**config.mk**
```make
export PLATFORM = sky130hd
export DESIGN_NAME = sdu_top
export DESIGN_NICKNAME = d
export VERILOG_FILES = /design/src/rtl/sdu_pkg.sv /design/src/rtl/sdu_st_if.sv /design/src/rtl/sdu_selftest.sv /design/src/rtl/sdu_top.sv
export SDC_FILE = /design/constraint.sdc
export NUM_CORES = 1
export LEC_CHECK = 0
export BUFFER_PORTS_ARGS = -buffer_cell sky130_fd_sc_hd__buf_2
export CAP_MARGIN = 15
export CORE_ASPECT_RATIO = 1.1
export CORE_MARGIN = 5
export CORE_UTILIZATION = 40
export DETAILED_ROUTE_END_ITERATION = 8
export SYNTH_ARGS = -nofsm -noshare
export SYNTH_HDL_FRONTEND = slang
export SYNTH_HIERARCHICAL = 1
export SYNTH_SLANG_ARGS = --single-unit
```
**constraint.sdc**
```tcl
create_clock -name clk_sys_in -period 1.8 [get_ports clk_sys_in]
set_input_delay 0.45 -clock clk_sys_in [delete_from_list [all_inputs] [get_ports clk_sys_in]]
set_output_delay 0.45 -clock clk_sys_in [all_outputs]
set_load 0.05 [all_outputs]
```
**src/rtl/sdu_pkg.sv**
```systemverilog
// sdu_pkg: register map, field positions, reset values and timing counts
// of the status and diagnostics unit.
// assumes a 20 MHz system clock and byte-addressed register access.
package sdu_pkg;

  // clock rate
  localparam int unsigned CLK_HZ        = 20_000_000;

  // register byte offsets (each register is a 16-bit even/odd byte pair)
  localparam logic [5:0] ADDR_FLASH_CNT = 6'h00;
  localparam logic [5:0] ADDR_DIAG_CTRL = 6'h34;
  localparam logic [5:0] ADDR_ERR_FLAG  = 6'h3C;

  // reset values
  localparam logic [15:0] DIAG_CTRL_RST = 16'h0000;
  localparam logic [15:0] ERR_FLAG_RST  = 16'h0000;
  localparam logic [14:0] FLASH_CNT_RST = 15'h0000;

  // diag_control_register fields
  localparam int unsigned CB_DR_LINE    = 0;
  localparam int unsigned CB_DR_POL     = 1;
  localparam int unsigned CB_DR_EN      = 2;
  localparam int unsigned CB_ORIGIN     = 6;
  localparam int unsigned CB_BIAS       = 7;
  localparam int unsigned CB_STIM_POS   = 8;
  localparam int unsigned CB_STIM_NEG   = 9;
  localparam int unsigned CB_ST_RUN     = 10;
  localparam logic [15:0] DIAG_CTRL_WMASK = 16'h07C7;

  // error_flag_register fields
  localparam int unsigned EB_SUP_LOW    = 0;
  localparam int unsigned EB_SUP_HIGH   = 1;
  localparam int unsigned EB_CTRL_FAIL  = 2;
  localparam int unsigned EB_COMM_FAIL  = 3;
  localparam int unsigned EB_OVERRANGE  = 4;
  localparam int unsigned EB_ST_FAIL    = 5;
  localparam int unsigned EB_ALARM1     = 8;
  localparam int unsigned EB_ALARM2     = 9;
  localparam int unsigned EB_SENSOR_LSB = 10;
  localparam int unsigned SENSOR_CNT    = 6;
  localparam logic [15:0] ERR_SELF_CLR_MASK = 16'h0013;

  // self-test duration
  localparam int unsigned ST_TIME_US    = 35_000;
  localparam int unsigned ST_CYCLES     = ST_TIME_US * (CLK_HZ / 1_000_000);
  localparam int unsigned ST_CNT_W      = 20;

  // register selected by an access
  typedef enum {
    SDU_SEL_NONE,
    SDU_SEL_FLASH,
    SDU_SEL_CTRL,
    SDU_SEL_ERR
  } sdu_sel_t;

endpackage

```
**src/rtl/sdu_st_if.sv**
```systemverilog
// sdu_st_if: request/result signals between the register bank and the
// internal self-test sequencer.
// assumes both ends on the same clock.
`timescale 1ns/1ps
interface sdu_st_if;
  logic       start;
  logic       busy;
  logic       done;
  logic [5:0] fail_vec;

  modport ctl (output start, input busy, input done, input fail_vec);
  modport eng (input start, output busy, output done, output fail_vec);
endinterface // sdu_st_if

```
**src/rtl/sdu_selftest.sv**
```systemverilog
// sdu_selftest: times one internal self-test run and captures per-sensor
// results at its end.
// assumes start is a one-cycle pulse on clk_sys_in.
`timescale 1ns/1ps
module sdu_selftest #(
  parameter int unsigned RUN_CYCLES = sdu_pkg::ST_CYCLES
) (
  // clock and reset
  input  wire logic       clk_sys_in,
  input  wire logic       reset_n_in,
  // sensor verdicts, valid at the end of a run
  input  wire logic [5:0] sensor_fail_in,
  // link to register bank
  sdu_st_if.eng           st
);
  import sdu_pkg::*;

  localparam logic [ST_CNT_W-1:0] LAST = ST_CNT_W'(RUN_CYCLES - 1);

  logic [ST_CNT_W-1:0] cnt_r;
  logic                busy_r;
  logic                done_r;
  logic [5:0]          fail_r;

  ////////////////////////////////////////////////////////////////////////
  // run timer
  always_ff @(posedge clk_sys_in) begin
    if (!reset_n_in) begin
      busy_r <= 1'b0;
      cnt_r  <= '0;
    end else if (!busy_r && st.start) begin
      busy_r <= 1'b1;
      cnt_r  <= '0;
    end else if (busy_r && cnt_r == LAST) begin
      busy_r <= 1'b0;
      cnt_r  <= '0;
    end else if (busy_r) begin
      cnt_r  <= cnt_r + 1'b1;
    end
  end

  ////////////////////////////////////////////////////////////////////////
  // result capture
  always_ff @(posedge clk_sys_in) begin
    if (!reset_n_in) begin
      done_r <= 1'b0;
      fail_r <= '0;
    end else begin
      done_r <= busy_r && cnt_r == LAST;
      if (busy_r && cnt_r == LAST) begin
        fail_r <= sensor_fail_in;
      end
    end
  end

  assign st.busy     = busy_r;
  assign st.done     = done_r;
  assign st.fail_vec = fail_r;

endmodule // sdu_selftest

```
**src/rtl/sdu_top.sv**
```systemverilog
// sdu_top: status and diagnostics register bank of the inertial sensor:
// control register, error flags, flash write counter, data-ready line.
// assumes byte writes and 16-bit reads from the serial register port
// logic, and sensor/alarm/supply condition inputs on the same clock.
//
// Notes on behaviour
// control bits 2..0 configure data-ready indicator
// control bit 10 starts self-test, self-clears
// self-test lasts 35 ms, data invalid
// flag bit 5 reports overall self-test failure
// flag bits 15..10 name failing sensor
// manual stimulus bits 9/8 held while set
// negative stimulus reaches gyroscopes only
// bits 7/6 enable bias compensation, alignment
// flash write counter counts, wraps to zero
// supply and overrange flags clear themselves
// reading flag register clears all bits
// persisting conditions re-set at next update
// flag bits 3/2 report link, control failures
// bits 1/0 flag supply high/low
// flag bits 9/8 show alarm states
// data-ready beats alarm beats general-purpose
// data-ready pulses once per output update
`timescale 1ns/1ps
module sdu_top #(
  parameter int unsigned ST_RUN_CYCLES = sdu_pkg::ST_CYCLES
) (
  // clock and reset
  input  wire logic        clk_sys_in,
  input  wire logic        reset_n_in,
  // register port
  input  wire logic [5:0]  reg_addr_in,
  input  wire logic        reg_wr_in,
  input  wire logic [7:0]  reg_wdata_in,
  input  wire logic        reg_rd_in,
  output logic      [15:0] reg_rdata_out,
  // internal events and conditions
  input  wire logic        update_tick_in,
  input  wire logic        flash_write_in,
  input  wire logic        supply_high_in,
  input  wire logic        supply_low_in,
  input  wire logic        overrange_in,
  input  wire logic        comm_fail_in,
  input  wire logic        ctrl_fail_in,
  input  wire logic        alarm1_in,
  input  wire logic        alarm2_in,
  input  wire logic [5:0]  sensor_fail_in,
  // alarm indicator settings from alarm_config_register
  input  wire logic        alarm_out_en_in,
  input  wire logic        alarm_out_pol_in,
  input  wire logic        alarm_out_line_in,
  // general-purpose line requests, index 0 = line one
  input  wire logic [1:0]  gpio_out_en_in,
  input  wire logic [1:0]  gpio_level_in,
  // sensor controls
  output logic             gyro_stim_pos_out,
  output logic             gyro_stim_neg_out,
  output logic             accel_stim_pos_out,
  output logic             gyro_bias_comp_out,
  output logic             accel_origin_align_out,
  output logic             self_test_busy_out,
  output logic             data_valid_out,
  // digital lines
  output logic             digital_line_one_out,
  output logic             digital_line_one_oe_n_out,
  output logic             digital_line_two_out,
  output logic             digital_line_two_oe_n_out
);
  import sdu_pkg::*;

  ////////////////////////////////////////////////////////////////////////
  // address decode
  function automatic sdu_sel_t decode(input logic [5:0] addr);
    logic [5:0] base;
    base = {addr[5:1], 1'b0};
    if (base == ADDR_FLASH_CNT) begin
      decode = SDU_SEL_FLASH;
    end else if (base == ADDR_DIAG_CTRL) begin
      decode = SDU_SEL_CTRL;
    end else if (base == ADDR_ERR_FLAG) begin
      decode = SDU_SEL_ERR;
    end else begin
      decode = SDU_SEL_NONE;
    end
  endfunction

  sdu_sel_t rd_sel;
  sdu_sel_t wr_sel;
  assign rd_sel = decode(reg_addr_in);
  assign wr_sel = decode(reg_addr_in);

  logic err_read;
  assign err_read = reg_rd_in && rd_sel == SDU_SEL_ERR;

  ////////////////////////////////////////////////////////////////////////
  // self-test sequencer
  sdu_st_if st ();

  sdu_selftest #(
    .RUN_CYCLES     (ST_RUN_CYCLES)
  ) i_sdu_selftest (
    .clk_sys_in     (clk_sys_in),
    .reset_n_in     (reset_n_in),
    .sensor_fail_in (sensor_fail_in),
    .st             (st)
  );

  ////////////////////////////////////////////////////////////////////////
  // diag_control_register
  logic [15:0] ctrl_r;
  logic [15:0] ctrl_nxt;
  logic [15:0] ctrl_wr;
  logic        start_r;

  always_comb begin
    ctrl_wr = ctrl_r;
    if (reg_wr_in && wr_sel == SDU_SEL_CTRL) begin
      if (reg_addr_in[0]) begin
        ctrl_wr[15:8] = reg_wdata_in;
      end else begin
        ctrl_wr[7:0]  = reg_wdata_in;
      end
    end
    ctrl_nxt = ctrl_wr & DIAG_CTRL_WMASK;
    if (st.done) begin
      ctrl_nxt[CB_ST_RUN] = 1'b0;
    end else if (st.busy || start_r) begin
      ctrl_nxt[CB_ST_RUN] = 1'b1;
    end
  end

  always_ff @(posedge clk_sys_in) begin
    if (!reset_n_in) begin
      ctrl_r <= DIAG_CTRL_RST;
    end else begin
      ctrl_r <= ctrl_nxt;
    end
  end

  // one start pulse per rising request while idle
  always_ff @(posedge clk_sys_in) begin
    if (!reset_n_in) begin
      start_r <= 1'b0;
    end else begin
      start_r <= ctrl_nxt[CB_ST_RUN] && !ctrl_r[CB_ST_RUN] && !st.busy;
    end
  end

  assign st.start = start_r;

  ////////////////////////////////////////////////////////////////////////
  // sensor control outputs
  always_ff @(posedge clk_sys_in) begin
    if (!reset_n_in) begin
      gyro_stim_pos_out      <= 1'b0;
      gyro_stim_neg_out      <= 1'b0;
      accel_stim_pos_out     <= 1'b0;
      gyro_bias_comp_out     <= 1'b0;
      accel_origin_align_out <= 1'b0;
    end else begin
      gyro_stim_pos_out      <= ctrl_nxt[CB_STIM_POS];
      gyro_stim_neg_out      <= ctrl_nxt[CB_STIM_NEG];
      accel_stim_pos_out     <= ctrl_nxt[CB_STIM_POS];
      gyro_bias_comp_out     <= ctrl_nxt[CB_BIAS];
      accel_origin_align_out <= ctrl_nxt[CB_ORIGIN];
    end
  end

  always_ff @(posedge clk_sys_in) begin
    if (!reset_n_in) begin
      self_test_busy_out <= 1'b0;
      data_valid_out     <= 1'b0;
    end else begin
      self_test_busy_out <= st.busy || start_r;
      data_valid_out     <= !(st.busy || start_r);
    end
  end

  ////////////////////////////////////////////////////////////////////////
  // flash write counter
  logic [14:0] flash_cnt_r;

  always_ff @(posedge clk_sys_in) begin
    if (!reset_n_in) begin
      flash_cnt_r <= FLASH_CNT_RST;
    end else if (flash_write_in) begin
      flash_cnt_r <= flash_cnt_r + 15'h0001;
    end
  end

  ////////////////////////////////////////////////////////////////////////
  // error_flag_register
  logic [15:0] err_r;
  logic [15:0] err_nxt;
  logic [15:0] err_set;
  logic [15:0] err_cond;
  logic        st_fail_r;
  logic [5:0]  st_vec_r;

  // last self-test verdict, held until the next run ends
  always_ff @(posedge clk_sys_in) begin
    if (!reset_n_in) begin
      st_fail_r <= 1'b0;
      st_vec_r  <= '0;
    end else if (st.done) begin
      st_fail_r <= |st.fail_vec;
      st_vec_r  <= st.fail_vec;
    end
  end

  always_comb begin
    err_cond                = '0;
    err_cond[EB_SUP_LOW]    = supply_low_in;
    err_cond[EB_SUP_HIGH]   = supply_high_in;
    err_cond[EB_OVERRANGE]  = overrange_in;
    err_cond[EB_ST_FAIL]    = st_fail_r;
    err_cond[EB_ALARM1]     = alarm1_in;
    err_cond[EB_ALARM2]     = alarm2_in;
    err_cond[EB_SENSOR_LSB +: SENSOR_CNT] = st_vec_r;
  end

  always_comb begin
    err_set = '0;
    if (update_tick_in) begin
      err_set = err_cond;
    end
    if (st.done) begin
      err_set[EB_ST_FAIL] = |st.fail_vec;
      err_set[EB_SENSOR_LSB +: SENSOR_CNT] = st.fail_vec;
    end
    err_set[EB_COMM_FAIL] = comm_fail_in;
    err_set[EB_CTRL_FAIL] = ctrl_fail_in;
  end

  always_comb begin
    err_nxt = err_read ? '0 : err_r;
    err_nxt = err_nxt & ~(ERR_SELF_CLR_MASK & ~err_cond);
    err_nxt = err_nxt | err_set;
  end

  always_ff @(posedge clk_sys_in) begin
    if (!reset_n_in) begin
      err_r <= ERR_FLAG_RST;
    end else begin
      err_r <= err_nxt;
    end
  end

  ////////////////////////////////////////////////////////////////////////
  // read data
  always_ff @(posedge clk_sys_in) begin
    if (!reset_n_in) begin
      reg_rdata_out <= 16'h0000;
    end else if (reg_rd_in) begin
      case (rd_sel)
        SDU_SEL_FLASH: reg_rdata_out <= {1'b0, flash_cnt_r};
        SDU_SEL_CTRL:  reg_rdata_out <= ctrl_r;
        SDU_SEL_ERR:   reg_rdata_out <= err_r;
        default:       reg_rdata_out <= 16'h0000;
      endcase
    end
  end

  ////////////////////////////////////////////////////////////////////////
  // data-ready pulse
  logic dr_pulse_r;

  always_ff @(posedge clk_sys_in) begin
    if (!reset_n_in) begin
      dr_pulse_r <= 1'b0;
    end else begin
      dr_pulse_r <= update_tick_in && !(st.busy || start_r);
    end
  end

  ////////////////////////////////////////////////////////////////////////
  // digital line arbitration
  genvar gi;
  generate
    for (gi = 0; gi < 2; gi++) begin : g_line
      logic lvl_nxt;
      logic oe_n_nxt;
      logic lvl_r;
      logic oe_n_r;

      always_comb begin
        if (ctrl_r[CB_DR_EN] && ctrl_r[CB_DR_LINE] == 1'(gi)) begin
          oe_n_nxt = 1'b0;
          lvl_nxt  = dr_pulse_r ~^ ctrl_r[CB_DR_POL];
        end else if (alarm_out_en_in && alarm_out_line_in == 1'(gi)) begin
          oe_n_nxt = 1'b0;
          lvl_nxt  = (alarm1_in || alarm2_in) ~^ alarm_out_pol_in;
        end else if (gpio_out_en_in[gi]) begin
          oe_n_nxt = 1'b0;
          lvl_nxt  = gpio_level_in[gi];
        end else begin
          oe_n_nxt = 1'b1;
          lvl_nxt  = 1'b0;
        end
      end

      always_ff @(posedge clk_sys_in) begin
        if (!reset_n_in) begin
          lvl_r  <= 1'b0;
          oe_n_r <= 1'b1;
        end else begin
          lvl_r  <= lvl_nxt;
          oe_n_r <= oe_n_nxt;
        end
      end
    end
  endgenerate

  assign digital_line_one_out      = g_line[0].lvl_r;
  assign digital_line_one_oe_n_out = g_line[0].oe_n_r;
  assign digital_line_two_out      = g_line[1].lvl_r;
  assign digital_line_two_oe_n_out = g_line[1].oe_n_r;

endmodule // sdu_top

```
==> impl_metrics.toml, run 1 <==
[outcome]
outcome = "completed"

[final_layout]
area_delta_synth_final_pct = 24.6
antenna_cells = 0
drive_gt1_share_pct = 25.4
multiInputGateArea_um2 = 2130
fin_nets = 577
seq_area_um2 = 1920
post-route-util_pct = 50.3
num-fill-cells = 972

[clock_network]
root_buffer = "clkbuf_16"
clk_pin_slew_ns = 0.06
tritoncts = "built"
cts.path.max_buffers = 2
htreeDepth = 3
cts_buffers = 9
clk-insertion-delay-late_ns = 0.34
clock-sinks = 96

[global_routing]
grt_antenna_before_repair = 0
grt_usage_pct = 16.4
grt_pass1_vias = 3500
overflow = 0
grt_max_degree = 20
grt_pass1_wl_um = 16500

[pwr]
p_leak_nw = 2.08
p_sw_mw = 0.975
power.share.combinational_pct = 6.5
p_clk_share_pct = 42.6
p_int_mw = 3.27
swShare_pct = 22.9
power-per-cell-area_nw_per_um2 = 820
irDropWorstVdd_mv = 0.424
sequentialPowerShare_pct = 50.9

[worst_setup_path]
r2r_end = "i_sdu_selftest/cnt_r[18]$_SDFFE_PP0P_"
crit_end = "i_sdu_selftest/cnt_r[18]$_SDFFE_PP0P_"
crit_path_max_fanout = 6
cp.buffers_inverters = 1
cp_slowest_stage_delay_ns = 0.45
crit_start = "i_sdu_selftest/cnt_r[1]$_SDFFE_PP0P_"
rr_worst_depth = 6
critPathRequiredTime_ns = 2.07
cp-end-kind = "flip-flop"
cp-start-kind = "flip-flop"
cp_cell_sequence = "ha_4 > nand4_1 > buf_4 > or4_4 > or3_1 > a21oi_2"
cp.arrival_ns = 2.02
ff2ff_setup_slack_ns = 0.05
worst-setup-path-type = "flip-flop to flip-flop"
cp_top_family = "simple AND/OR/NAND/NOR gates"
cpMaxStageDelayCell = "or4_4"
path_depth = 6
rr_startpoint = "i_sdu_selftest/cnt_r[1]$_SDFFE_PP0P_"

[timing]
fin_crit_ns = 1.75
slew-limit-headroom_pct = 62.3
layout_worst_path_cycle_share_pct = 97.4
slew_viol_final = 0
fmax_mhz = 571
hold_viol_final = 0
setup-violations-final = 0
hold_ws_ns = 0.311
fin_skew_ns = 0.00728
rsz0062_at_grt = "true"
worst_pin_slew_ns = 0.565

[synthesis]
synth_edf_count = 0
synth_top_area_share_pct = 46.3
async_flop_share_pct = 0
synth-seq-area-share_pct = 46.3
syn_nets = 486
synth.top_cells.by_area = "dfxtp_1 46%, mux2i_1 5.3%, xor2_1 3.4%"
syn-cell-area_um2 = 4150
synth-main-ff-cell = "dfxtp_1"
synth.avg_cell_area_um2 = 9.36
ys_ff_latch = 96
syn_inst = 444
ys_warn_count = 6
synth_top_area_cell = "dfxtp_1"
yosysUniqueCellTypes = 55

[detailed_routing]
num_vias = 3497
ant_nets = 0
routed_wirelength_um = 9740
wl_per_cell_um = 14.3
vias_per_cell = 5.12
drtIter0Drc = 136
drc = 0
first_pass_iters = 4

[placement]
io_buffer_count = 63
place.gp.congestion = 0.801
hpwl_um = 7330

[floorplan]
fp.dieW_um = 107
rows = 39
die-area_um2 = 12500
core_area_um2 = 10300
boundaryPins = 67
start_util_pct = 40.3
die_h_um = 117

[job]
drv_cap = 0

[worst_hold_path]
min_path_type = "primary input to flip-flop"
==> metal layers <==
layer  share of wire, %  track usage [%]  vias up
li1                   -                -     1768
met1                 46             20.9     1648
met2                 47             27.1       68
met3                4.8             4.28       13
met4                1.6             5.63        0
met5                  0                0        -
==> state kept, by name (all words and copies together), names as in the netlist <==
name and cells:
i_sdu_selftest/cnt_r 20, reg_rdata_out 16, flash_cnt_r 15, err_r 14
ctrl_r 8, i_sdu_selftest/st.fail_vec 6, st_vec_r 6, data_valid_out 1
digital_line_one_oe_n_out 1, digital_line_one_out 1, digital_line_two_oe_n_out 1, digital_line_two_out 1
dr_pulse_r 1, i_sdu_selftest/st.busy 1, i_sdu_selftest/st.done 1, self_test_busy_out 1
st.start 1, st_fail_r 1
==> placed cells by master (no fill, tap or decap), drive strengths merged, types with 3 or more instances in the layout <==
| cell type | n |
|---|---|
| or4 | 7 |
| buf | 100 |
| a22o | 12 |
| nor3 | 7 |
| or3 | 7 |
| clkbuf | 12 |
| o31ai | 3 |
| inv | 10 |
| nor2b | 22 |
| nor4 | 11 |
| mux2i | 22 |
| xor2 | 16 |
| a21oi | 24 |
| a22oi | 10 |
| nand2b | 5 |
| and2 | 15 |
| nor2 | 29 |
| nand4 | 10 |
| a21o | 7 |
| o21ai | 25 |
| xnor2 | 9 |
| nand3 | 16 |
| and3 | 4 |
| nand2 | 33 |
| dfxtp | 96 |
==> power groups by stage <==
stage	Clock [mW]	Sequential (mW)	Combinational, mW
floorplan	0	2.25	0.120
global placement	0	2.21	0.270
detailed placement	0	2.21	0.275
CTS	1.86	2.16	0.277
global route	1.96	2.17	0.301
finish	1.81	2.16	0.275
==> layout make-up <==
cell class                 instances  area share [%]
timing repair buffer             100            12.0
sequential                        96            37.2
clock buffer                      12            4.95
inverter                          10           0.725
clock inverter                     4           0.556
tap                              143            3.46
multi-input combinational        318            41.1
==> synth_stat cells, drive strengths merged (11+ instances only) <==
cell type and n:
dfxtp 96, nor2b 22, nor2 29, mux2i 22, nand3 16, nor4 11, clkbuf 14, a21oi 24
a22o 12, nand2 33, o21ai 25, xor2 16, and2 15
==> worst reg2reg max path, stage by stage (launching register included) <==
cell and delay [ns]:
dfxtp_2 0.35, ha_4 0.13, nand4_1 0.10, buf_4 0.16
or4_4 0.45, or3_1 0.34, a21oi_2 0.15
==> logic make-up after synthesis <==
kind of cell,synth area share [%]
AOI/OAI and AO/OA,15.2
buffers and inverters,3.28
DFF,46.3
xor gates and xnor gates,5.27
adders and majority gates,0.602
muxes,5.30
and+or+nand+nor,24.1
==> repair_timing <==
item	CTS	global route
setup buffers	0	1
hold buffers	0	0
pin swaps	2	3
setup endpoints to repair	16	9
hold endpoints to repair	0	0
gates resized for setup	2	4
==> worst min-delay path by stage <==
stage | start | end | slack (ns) | depth (start not counted)
2_1_floorplan | ctrl_r[10]$_SDFF_PN0_ | st.start$_SDFF_PN0_ | 0.42 | 1
3_3_place_gp | reg_rdata_out[8]$_SDFFE_PN0P_ | reg_rdata_out[8]$_SDFFE_PN0P_ | 0.43 | 2
3_5_place_dp | reg_rdata_out[11]$_SDFFE_PN0P_ | reg_rdata_out[11]$_SDFFE_PN0P_ | 0.45 | 2
4_1_cts | sensor_fail_in[5] | i_sdu_selftest/st.fail_vec[5]$_SDFFE_PN0P_ | 0.30 | 2
5_1_grt | sensor_fail_in[1] | i_sdu_selftest/st.fail_vec[1]$_SDFFE_PN0P_ | 0.31 | 2
6_report | sensor_fail_in[5] | i_sdu_selftest/st.fail_vec[5]$_SDFFE_PN0P_ | 0.31 | 2
==> per-stage QoR <==
| stage | cell area [µm²] | std cells | TNS (ns) | worst slack [ns] | total power [mW] |
|---|---|---|---|---|---|
| 2_1_floorplan | 4180 | 444 | -0.0715 | -0.00954 | 2.37 |
| 3_3_place_gp | 4860 | 666 | -0.0695 | -0.0133 | 2.48 |
| 3_5_place_dp | 4860 | 666 | -0.292 | -0.0415 | 2.49 |
| 4_1_cts | 5150 | 682 | 0 | 0.00324 | 4.30 |
| 5_1_grt | 5180 | 683 | -0.0287 | -0.00815 | 4.42 |
| 6_report | 5180 | 683 | 0 | 0.0475 | 4.25 |
Power figures use the tool's default switching activity.
==> inputs of run 2 (changes only) <==
--- a/config.mk
+++ b/config.mk
@@ -7,7 +7,7 @@
 export LEC_CHECK = 0
 export BUFFER_PORTS_ARGS = -buffer_cell sky130_fd_sc_hd__buf_2
 export CAP_MARGIN = 15
-export CORE_ASPECT_RATIO = 1.1
+export CORE_ASPECT_RATIO = 0.7
 export CORE_MARGIN = 5
 export CORE_UTILIZATION = 40
 export DETAILED_ROUTE_END_ITERATION = 8
==> impl_metrics.toml, run 2 (synthesis gave the netlist of run 1 again) <==
[placement]
place.gp.congestion = 0.786
placed_cell_area_um2 = 4850
hpwl_um = 7580
io_buffer_count = 63
post-place-cells = 657

[clock_network]
clk-insertion-delay-late_ns = 0.34
postCtsSetupBuffers = 0
clk_pin_slew_ns = 0.06
cts.path.max_buffers = 2
tritoncts = "built"
clock-sinks = 96
htreeDepth = 3
root_buffer = "clkbuf_16"
cts_buffers = 9
ctsHoldBuffers = 0

[global_routing]
grt_max_degree = 27
grt_pass1_vias = 3299
overflow = 0
grt_usage_pct = 16.2
grt_pass1_wl_um = 16500
grt_antenna_before_repair = 0

[worst_setup_path]
cp.arrival_ns = 2.06
critPathRequiredTime_ns = 2.08
cp_slowest_stage_delay_ns = 0.56
worst-setup-path-type = "flip-flop to flip-flop"
crit_path_max_fanout = 6
cpMaxStageDelayCell = "or4_4"
cp-start-kind = "flip-flop"
cp-end-kind = "flip-flop"
cp_top_family = "simple AND/OR/NAND/NOR gates"
cp_cell_sequence = "ha_4 > nand4_1 > or4_4 > buf_6 > nor3_4 > a22o_1"
ff2ff_setup_slack_ns = 0.02
cp.buffers_inverters = 1

[floorplan]
boundaryPins = 67
fp.dieW_um = 132
start_util_pct = 40.6
rows = 31
die-area_um2 = 12600
core_area_um2 = 10200
die_h_um = 95.3

[detailed_routing]
drtIter0Drc = 158
ant_nets = 0
first_pass_iters = 7
routed_wirelength_um = 9920
vias_per_cell = 5.16
num_vias = 3467
wl_per_cell_um = 14.8
drc = 0

[timing]
setup-violations-final = 0
slew-limit-headroom_pct = 73.1
rsz0062_at_grt = "true"
worst_pin_slew_ns = 0.400
layout_worst_path_cycle_share_pct = 98.7
fin_skew_ns = 0.00380
fin_tns_setup_ns = 0
fmax_mhz = 563
fin_crit_ns = 1.78
slew_viol_final = 0
hold_viol_final = 0

[final_layout]
top_register = "i_sdu_selftest/cnt_r"
final_common_cell = "dfxtp_1"
drive_gt1_share_pct = 24.4
largest_reg_flops = 20
num-fill-cells = 997
stdcell_count = 672
reg_top3 = "i_sdu_selftest/cnt_r: 20 flops, reg_rdata_out: 16 flops, flash_cnt_r: 15 flops"
multiInputGateArea_um2 = 2120
seq_area_um2 = 1920
fin_nets = 578
antenna_cells = 0
area_delta_synth_final_pct = 23.6
fin_area_um2 = 5130
layout_common_cells = "94 x dfxtp_1, 63 x buf_2, 36 x buf_4, 33 x nand2_1, 29 x nor2_1"

[pwr]
p_leak_nw = 2.08
sequentialPowerShare_pct = 51.7
irDropWorstVdd_mv = 0.474
swShare_pct = 21.9
power.share.combinational_pct = 6.7
p_int_mw = 3.27
p_sw_mw = 0.916
power-per-cell-area_nw_per_um2 = 815
power_mw = 4.18
p_clk_share_pct = 41.6

[worst_hold_path]
min_path_type = "primary input to flip-flop"

[job]
drv_cap = 0

[outcome]
outcome = "completed"
## run 2: changes by cell type in the layout (fill, tap and decap cells not counted), sizes merged
cell / change
clkinvlp: -2
clkinv: -2
buf: +1
clkbuf: +3
## run 2: per-stage QoR
step                      utilization [%]  setup WS [ns]  hold slack, ns
after detailed placement             47.3        -0.0480           0.443
after global routing                 50.1        -0.0599           0.310
after CTS                            50.0         0.0147           0.305
after floorplan                         -       -0.00954           0.420
after global placement               47.3        -0.0244           0.440
final                                50.1         0.0227           0.320
## run 2: layout make-up
class / count / area share [%]
multi-input combinational: 318 / 41.3
sequential: 96 / 37.5
timing repair buffer: 101 / 12.0
clock buffer: 15 / 5.22
tap: 132 / 3.22
inverter: 10 / 0.731
## run 2: what timing repair did
| item | CTS | global route |
|---|---|---|
| resized for setup | 1 | 3 |
| pin swaps | 2 | 2 |
| endpoints found under the setup margin | 8 | 10 |
## run 2: power groups by stage
stage	Sequential [mW]	Combinational [mW]	Clock (mW)
6_report	2.16	0.279	1.74
5_1_grt	2.16	0.306	1.89
4_1_cts	2.16	0.281	1.81
3_5_place_dp	2.21	0.279	0
3_3_place_gp	2.21	0.275	0
2_1_floorplan	2.25	0.120	0
## run 2: routing by layer
metal | GRT usage (%) | vias to the layer above | routed length [µm]
met5 | 0 | - | 0
met2 | 23.1 | 81 | 3900
li1 | - | 1776 | -
met3 | 5.75 | 6 | 630
met1 | 23.6 | 1604 | 5310
met4 | 3.34 | 0 | 74
## run 2: final timing paths
kind / startpoint / to / cells after the start
hold / removal: sensor_fail_in[2] / i_sdu_selftest/st.fail_vec[2]$_SDFFE_PN0P_ / 2
hold reg to reg: reg_rdata_out[8]$_SDFFE_PN0P_ / reg_rdata_out[8]$_SDFFE_PN0P_ / 2
setup reg to reg: i_sdu_selftest/cnt_r[1]$_SDFFE_PP0P_ / i_sdu_selftest/st.fail_vec[0]$_SDFFE_PN0P_ / 6
setup / recovery: i_sdu_selftest/cnt_r[1]$_SDFFE_PP0P_ / i_sdu_selftest/st.fail_vec[0]$_SDFFE_PN0P_ / 6
